$ cat src/hcie_pkg.sv
// Package of constants for the processor interrupt enable block
// Functional notes
// - The enable register is read with command 25 hex and written with command A5 hex.
// - Enable bits 6 to 0 line up one for one with the status flags they gate.
// - The request pin is raised only for a set flag whose enable is set while the global enable is on.
// - Power-on reset clears every enable bit so no request appears until software enables one.
// - An enable bit at one unmasks its source and at zero keeps it masked.
// - Bit 5 enables the suspended event and bit 6 the clock-ready event, both clear at reset.
// - Bit 4 enables the operational register set event.
// - Bit 2 enables the end-of-transfer event.
// - Bit 1 enables the asynchronous list event.
// - Bit 0 enables the start-of-frame event.
// - Bits 15 to 7 and bit 3 are reserved, hold no enable and read zero.
// - Status flags stay set after a read and clear only by writing one through command A4 hex.
// - The end-of-transfer flag is set by an internal or an external end of transfer.
package hcie_pkg;
   // ***************************************
   // Command codes
   // ***************************************
   localparam logic [7:0] CMD_ENABLE_RD = 8'h25;
   localparam logic [7:0] CMD_ENABLE_WR = 8'hA5;
   localparam logic [7:0] CMD_STATUS_RD = 8'h24;
   localparam logic [7:0] CMD_STATUS_WR = 8'hA4;
   // ***************************************
   // Field layout
   // ***************************************
   localparam int BIT_SOF = 0;
   localparam int BIT_ASYNC = 1;
   localparam int BIT_EOT = 2;
   localparam int BIT_OPREG = 4;
   localparam int BIT_SUSP = 5;
   localparam int BIT_CLKRDY = 6;
   localparam int NUM_SRC = 7;
   localparam logic [15:0] ENABLE_MASK = 16'h0077;
   localparam logic [15:0] ENABLE_RESET = 16'h0000;
   localparam logic [6:0] STATUS_RESET = 7'h00;
   localparam int HWCFG_GLOBAL_IRQ_BIT = 0;
endpackage

$ cat src/hcie_flag.sv
// One sticky status flag with its enable gate
module hcie_flag (
   input wire logic clk_sys,
   input wire logic reset_n,
   input wire logic event_in,
   input wire logic clear_in,
   input wire logic enable_in,
   output logic flag_q,
   output logic gated
);
   // Set wins over a clear in the same cycle
   always_ff @(posedge clk_sys) begin
      if (!reset_n) begin
         flag_q <= 1'b0;
      end else begin
         flag_q <= event_in | (flag_q & ~clear_in);
      end
   end
   assign gated = flag_q & enable_in;
endmodule // hcie_flag

$ cat src/hcie_irq_enable.sv
// Per-source interrupt enable and request logic behind the command port
module hcie_irq_enable (
   input wire logic clk_sys,
   input wire logic reset_n,
   input wire logic cmd_valid,
   input wire logic [7:0] cmd_code,
   input wire logic wr_valid,
   input wire logic [15:0] wr_data,
   output logic [15:0] rd_data,
   output logic rd_valid,
   input wire logic [15:0] hw_config_reg,
   input wire logic clock_ready_event,
   input wire logic suspended_event,
   input wire logic op_reg_event,
   input wire logic end_of_transfer_int,
   input wire logic end_of_transfer_ext,
   input wire logic async_list_event,
   input wire logic sof_event,
   output logic irq_q
);
   // ***************************************
   // Command tracking
   // ***************************************
   logic [7:0] cmd_q;
   logic [15:0] enable_q;
   logic [15:0] enable_d;
   logic [6:0] events;
   logic [6:0] flags;
   logic [6:0] gated;
   logic [6:0] clear_bits;
   wire wr_enable = wr_valid & (cmd_q == hcie_pkg::CMD_ENABLE_WR);
   wire wr_status = wr_valid & (cmd_q == hcie_pkg::CMD_STATUS_WR);
   wire rd_enable = cmd_valid & (cmd_code == hcie_pkg::CMD_ENABLE_RD);
   wire rd_status = cmd_valid & (cmd_code == hcie_pkg::CMD_STATUS_RD);
   wire irq_d;

   always_ff @(posedge clk_sys) begin
      if (!reset_n) begin
         cmd_q <= 8'h00;
      end else if (cmd_valid) begin
         cmd_q <= cmd_code;
      end
   end

   // ***************************************
   // Enable register
   // ***************************************
   assign enable_d = wr_enable ? (wr_data & hcie_pkg::ENABLE_MASK) : enable_q;

   always_ff @(posedge clk_sys) begin
      if (!reset_n) begin
         enable_q <= hcie_pkg::ENABLE_RESET;
      end else begin
         enable_q <= enable_d;
      end
   end

   // ***************************************
   // Status flags, position for position
   // ***************************************
   assign events[hcie_pkg::BIT_SOF] = sof_event;
   assign events[hcie_pkg::BIT_ASYNC] = async_list_event;
   assign events[hcie_pkg::BIT_EOT] = end_of_transfer_int | end_of_transfer_ext;
   assign events[3] = 1'b0;
   assign events[hcie_pkg::BIT_OPREG] = op_reg_event;
   assign events[hcie_pkg::BIT_SUSP] = suspended_event;
   assign events[hcie_pkg::BIT_CLKRDY] = clock_ready_event;
   assign clear_bits = wr_status ? wr_data[6:0] : 7'h00;

   genvar gi;
   generate
      for (gi = 0; gi < hcie_pkg::NUM_SRC; gi++) begin : g_src
         hcie_flag u_flag (
            .clk_sys(clk_sys),
            .reset_n(reset_n),
            .event_in(events[gi]),
            .clear_in(clear_bits[gi]),
            .enable_in(enable_q[gi]),
            .flag_q(flags[gi]),
            .gated(gated[gi])
         );
      end
   endgenerate

   // ***************************************
   // Request and read-back
   // ***************************************
   wire global_en = hw_config_reg[hcie_pkg::HWCFG_GLOBAL_IRQ_BIT];
   wire [15:0] rd_word = rd_enable ? enable_q : (rd_status ? {9'h000, flags} : 16'h0000);
   assign irq_d = (|gated) & global_en;

   always_ff @(posedge clk_sys) begin
      if (!reset_n) begin
         irq_q <= 1'b0;
         rd_valid <= 1'b0;
         rd_data <= 16'h0000;
      end else begin
         irq_q <= irq_d;
         rd_valid <= rd_enable | rd_status;
         rd_data <= rd_word;
      end
   end
endmodule // hcie_irq_enable

$ cat config.mk
export PLATFORM = sky130hd
export DESIGN_NAME = hcie_irq_enable
export DESIGN_NICKNAME = d
export VERILOG_FILES = /design/src/hcie_pkg.sv /design/src/hcie_flag.sv /design/src/hcie_irq_enable.sv
export SDC_FILE = /design/constraint.sdc
export NUM_CORES = 1
export LEC_CHECK = 0
export ABC_AREA = 1
export BUFFER_PORTS_ARGS = -buffer_cell sky130_fd_sc_hd__buf_2
export CORE_MARGIN = 5
export CORE_UTILIZATION = 44
export DETAILED_ROUTE_END_ITERATION = 8
export HOLD_SLACK_MARGIN = 0.08
export PLACE_DENSITY = 0.88
export RECOVER_POWER = 100
export SLEW_MARGIN = 20
export SYNTH_ARGS = -nofsm -noshare
export SYNTH_HDL_FRONTEND = slang
export SYNTH_SLANG_ARGS = --single-unit
$ cat constraint.sdc
create_clock -name clk_sys -period 1.5 [get_ports clk_sys]
set_clock_uncertainty 0.15 [all_clocks]
set_input_delay 0.3 -clock clk_sys [delete_from_list [all_inputs] [get_ports clk_sys]]
set_output_delay 0.3 -clock clk_sys [all_outputs]
set_load 0.01 [all_outputs]
# [Yosys cells after proc, flatten, opt, wreduce, memory -nomap -nowiden]
# Index checks and enable logic that the tools add are counted.
[totals] out_inout_bits=18 in_bits=51 regBits=39
[op_classes] n_reduce_logical=3 bitwise_logic=35 eq_ne=4 n_mux=3
[ops] operator="$mux W7" count=3
[ops] operator="$and A1 B1 Y1" count=18
[ops] operator="$eq A8 B6 Y1 const B" count=2
[ops] operator="$eq A8 B8 Y1 const B" count=2
[ops] operator="$not A1 Y1" count=9
[ops] operator="$or A1 B1 Y1" count=8
[ops] operator="$reduce_or A6 Y1" count=1
[ops] operator="$reduce_or A3 Y1" count=1
[ops] operator="$reduce_or A2 Y1" count=1

# [Longest topological paths before layout]
[logic_depth] word_depth=6 mapped_depth=9 mapped_depth_nobuf=8

# [Cells and area by module]
# A second synthesis with hierarchy kept.
[unflattened] hier_cells=217 hier_area_um2=1503.9
[modules_own_cells] module="hcie_irq_enable" cells_per_inst=161 instances=1 area_each_um2=1144.8 seq_area_each_um2=460.4
[modules_own_cells] module="hcie_flag" cells_per_inst=8 instances=7 area_each_um2=51.3 seq_area_each_um2=20.0

# [Least setup slack after synthesis]
# OpenSTA, ideal clock, no wires.
[synth_path] path_kind="register to register" from="reg cmd_q[1]" to="reg enable_q[0]" path_buffers=1 arrival_ns=0.960 slack_ns=0.278 stages_incl_launch_ff=8 period_less_slack_ns=1.222 setup_time_ns=0.113 cell_sequence="dfxtp_1 inv_1 nand3_4 nor2_8 nand3_4 buf_6 nor2_1 nor2_1"
[synth_between] elab_chain_cells=2
[synth_rtl] element="start: declaration" line="hcie_irq_enable.sv:24" rtl="logic [7:0] cmd_q;"
[synth_rtl] element="start signal: assignment" line="hcie_irq_enable.sv:41" rtl="cmd_q <= cmd_code;"
[synth_rtl] element="$eq A8 B8 Y1" line="hcie_irq_enable.sv:31" rtl="wire wr_enable = wr_valid & (cmd_q == hcie_pkg::CMD_ENABLE_WR);"
[synth_rtl] element="$and A1 B1 Y1" line="hcie_irq_enable.sv:31"
[synth_rtl] element="end signal: assignment" line="hcie_irq_enable.sv:52" rtl="enable_q <= hcie_pkg::ENABLE_RESET;"
[synth_rtl] element="end signal: assignment" line="hcie_irq_enable.sv:54" rtl="enable_q <= enable_d;"
[synth_rtl] element="end: declaration" line="hcie_irq_enable.sv:25" rtl="logic [15:0] enable_q;"
# Every way passes these cells.
# A chain may end at the register's enable or synchronous reset.

# [Final worst setup path]
[layout_path] from="in cmd_code[5]" to="reg rd_data[4]"
[layout_between] elab_chain_cells=4
[layout_rtl] element="start: declaration" line="hcie_irq_enable.sv:6" rtl="input wire logic [7:0] cmd_code,"
[layout_rtl] element="$eq A8 B6 Y1" line="hcie_irq_enable.sv:34" rtl="wire rd_status = cmd_valid & (cmd_code == hcie_pkg::CMD_STATUS_RD);"
[layout_rtl] element="$and A1 B1 Y1" line="hcie_irq_enable.sv:34"
[layout_rtl] element="$mux W7" line="hcie_irq_enable.sv:89" rtl="wire [15:0] rd_word = rd_enable ? enable_q : (rd_status ? {9'h000, flags} : 16'h0000);"
[layout_rtl] element="$mux W7 (*)" line="hcie_irq_enable.sv:89"
[layout_rtl] element="end signal: assignment" line="hcie_irq_enable.sv:100" rtl="rd_data <= rd_word;"
[layout_rtl] element="end: declaration" line="hcie_irq_enable.sv:9" rtl="output logic [15:0] rd_data,"
# Mark *: on every way between the ends. The rest lies on a longest branch, timed or not.

==> results by group <==
Worst setup path
  • Critical path type: primary input to register
  • Worst R2R Setup Slack: 0.18 ns
  • Slowest CP cell: dlygate4sd3_1
  • Crit start category: primary input
  • CP endpoint kind: register
  • Biggest fanout along the worst timing path: 7
  • CP arrival: 1.59 ns
  • Critical Path Max Stage Delay: 0.55 ns
  • WP data required: 1.59 ns
  • CP Cell Sequence: dlygate4sd3_1, buf_2, nand2_2, nor3_2, buf_4, nand4_1, a21oi_1

Clock network
  • H-tree depth: 2
  • CTS tree: done
  • CTS Buffer Depth: 2
  • Clock sink count: 30
  • Root Buffer: clkbuf_4
  • Clock Pin Slew Worst Setup and Hold Paths: 0.09 ns
  • Total CTS buffers: 5
  • Clk_lat worst skew: 0.33 ns

Logic synthesis
  • Most frequent cell after synthesis: dfxtp_1
  • Post-synth top cells: dfxtp_1, nor2_1, nand2_1
  • Library cells used by synthesis: 21
  • Yosys top cell area share: 44.4%
  • Mean Syn Cell Area: 7.59 sq um
  • Seq cells post-synth: 30
  • EDFF count, synth: 0
  • Sequential share of the synthesized area: 44.4%
  • Top FF cell, synth: dfxtp_1
  • Area contributors post-synth: dfxtp_1, nor2_1, nand2_1, nand4_1, inv_1
  • YS warnings: 0
  • Post-synthesis instance total: 178
  • Synth area leader: dfxtp_1
  • Fraction of registers with async set/reset: 0%
  • Netlist Area Pre-Place: 0.00135 sq mm

Global routing
  • Vias in the first global route: 1,225
  • First-pass GRT wire length: 5340 um
  • Initial antenna violation count: 0
  • Largest net degree at the start of global routing: 17
  • GRT Util Overall: 16.4%
  • GRT overflow: 0

Floorplan
  • Die H: 65.4 um
  • Core box area: 0.00300 sq mm
  • Io pins: 69
  • Initial Utilization: 45.0%
  • Die area: 0.00428 sq mm
  • Die W: 65.4 um
  • Rows: 20

Routing
  • DR DRC count: 0
  • Drt via density: 4.90
  • Via count: 1,332
  • WL met3: 271 um
  • Post-DRT Antenna Nets: 0
  • Highest Signal Layer: met4
  • Final wirelength: 3440 um
  • Wire length on met2: 1710 um
  • Metal1 wirelength: 1410 um
  • Drt pass-1 iters: 4
  • Iteration-0 DRC count of the detailed router: 119
  • Avg WL per Cell: 12.7 um

Timing
  • Slew @ Worst Pin: 0.593 ns
  • Min Tclk post-route: 1.50 ns
  • Final hold viol count: 0
  • Relative slew slack: 60.4%
  • Final period utilization: 100%
  • Final setup margin: -0.00118 ns
  • Max Clk Rate: 666 MHz
  • Final Slew Violations: 0
  • Setup TNS Final: -0.00118 ns
  • Final setup viols: 1

Power and ir drop
  • Worst IR Drop VDD: 0.000466 V
  • Power per standard cell area: 894 mW/mm^2
  • Leakage: 0.865 nW

Outcome
  • Outcome: finished with violations
  • Failing checks: setup timing

Final layout
  • Antenna diode count: 0
  • Share of cells above drive strength 1: 23.8%
  • Post-layout instance area: 0.00182 sq mm
  • Fillers: 259
  • Area grow syn2layout: 34.6%
  • Nets: 289

Placed design
  • Placed instance area: 0.00155 sq mm
  • Post-DP HPWL: 2150 um
  • Buffers added on ports: 35
  • Gpl congestion: 0.800

Min path
  • Worst Hold Class: primary input to register

Job
  • Max Cap Viol: 0
[registers in the layout, summed over array words and instances (netlist names)]
signal               cells
irq_q                    1
rd_valid                 1
cmd_q                    8
g_src.u_flag.flag_q      7
rd_data                  7
enable_q                 6
[layer usage]
metal,global-route usage [%],vias up
met3,5.30,5
met5,0,-
met2,26.4,58
li1,-,677
met4,8.03,0
met1,19.7,592
[cells in the final DEF (no fill, tap or decap)]
cell and count:
dlygate4sd3_1 17, a21oi_2 3, a31o_1 1, nand4_1 13, clkbuf_1 9, nor2_2 2, o21ai_0 7, buf_2 24
nor2_4 1, nand3_4 2, nor2_1 27, a211oi_1 2, inv_2 1, nor3_1 1, inv_1 22, nand3_1 7
nor2_8 1, clkbuf_8 3, a21oi_1 11, buf_4 6, nor3_2 1, buf_6 2, dfxtp_1 30, nand2_2 6
clkbuf_4 5, nand2_1 26, conb_1 9
[repair_timing]
item / CTS / global route
resized for setup: 0 / 12
hold endpoints to repair: 16 / 0
setup endpoints to repair: 0 / 7
hold buffers: 17 / 0
buffers inserted: 0 / 1
[stage by stage]
stage	total power [mW]	instances	util (%)	hold WS, ns	setup slack, ns
2_1_floorplan	0.956	186	-	0.280	0.278
4_1_cts	1.62	273	60.0	0.0844	0.0556
3_5_place_dp	1.01	248	51.7	0.308	0.182
5_1_grt	1.70	272	60.6	0.0955	-0.0288
6_report	1.63	272	60.6	0.0789	-0.00118
3_3_place_gp	1.01	248	51.7	0.310	0.210
[layout make-up]
type | count | area (sq um) | area share [%]
clock buffers | 8 | 78.8 | 4.33
inverters | 23 | 86.3 | 4.75
multi-input cells | 120 | 621 | 34.1
flip-flops and latches | 30 | 601 | 33.0
well taps | 33 | 41.3 | 2.27
repair buffers | 58 | 392 | 21.5
[where the power goes]
part           leakage, nW  switching, mW  total [mW]  internal [mW]
Clock               0.0446          0.267       0.587          0.320
Sequential           0.246         0.0190       0.842          0.823
Combinational        0.575          0.109       0.198         0.0897
Total                0.865          0.395        1.63           1.23
[cell families (layout without fill, tap and decap cells)]
logic type	count (synthesis)	after routing	synth area share (%)
flops	30	30	44.4
compound gates	24	24	9.54
buf+inv	36	89	13.6
simple gates	87	87	32.1
other cells	1	9	0.278
[path summary, 6_finish.rpt]
path | startpoint | endpoint | cells after the start
worst max register to register | cmd_q[3] | enable_q[1] | 7
worst min-delay path | wr_data[1] | enable_q[1] | 3
worst max-delay path | cmd_code[5] | rd_data[4] | 7
worst min register to register | g_src[1].u_flag.flag_q | g_src[1].u_flag.flag_q | 2
[worst max-delay path, delay by kind of cell]
family          cells  cell delay [ns]
simple gates        3             0.27
buf+inv             3             0.86
compound gates      1             0.17
Note: power is estimated with default switching activity, not from simulation.
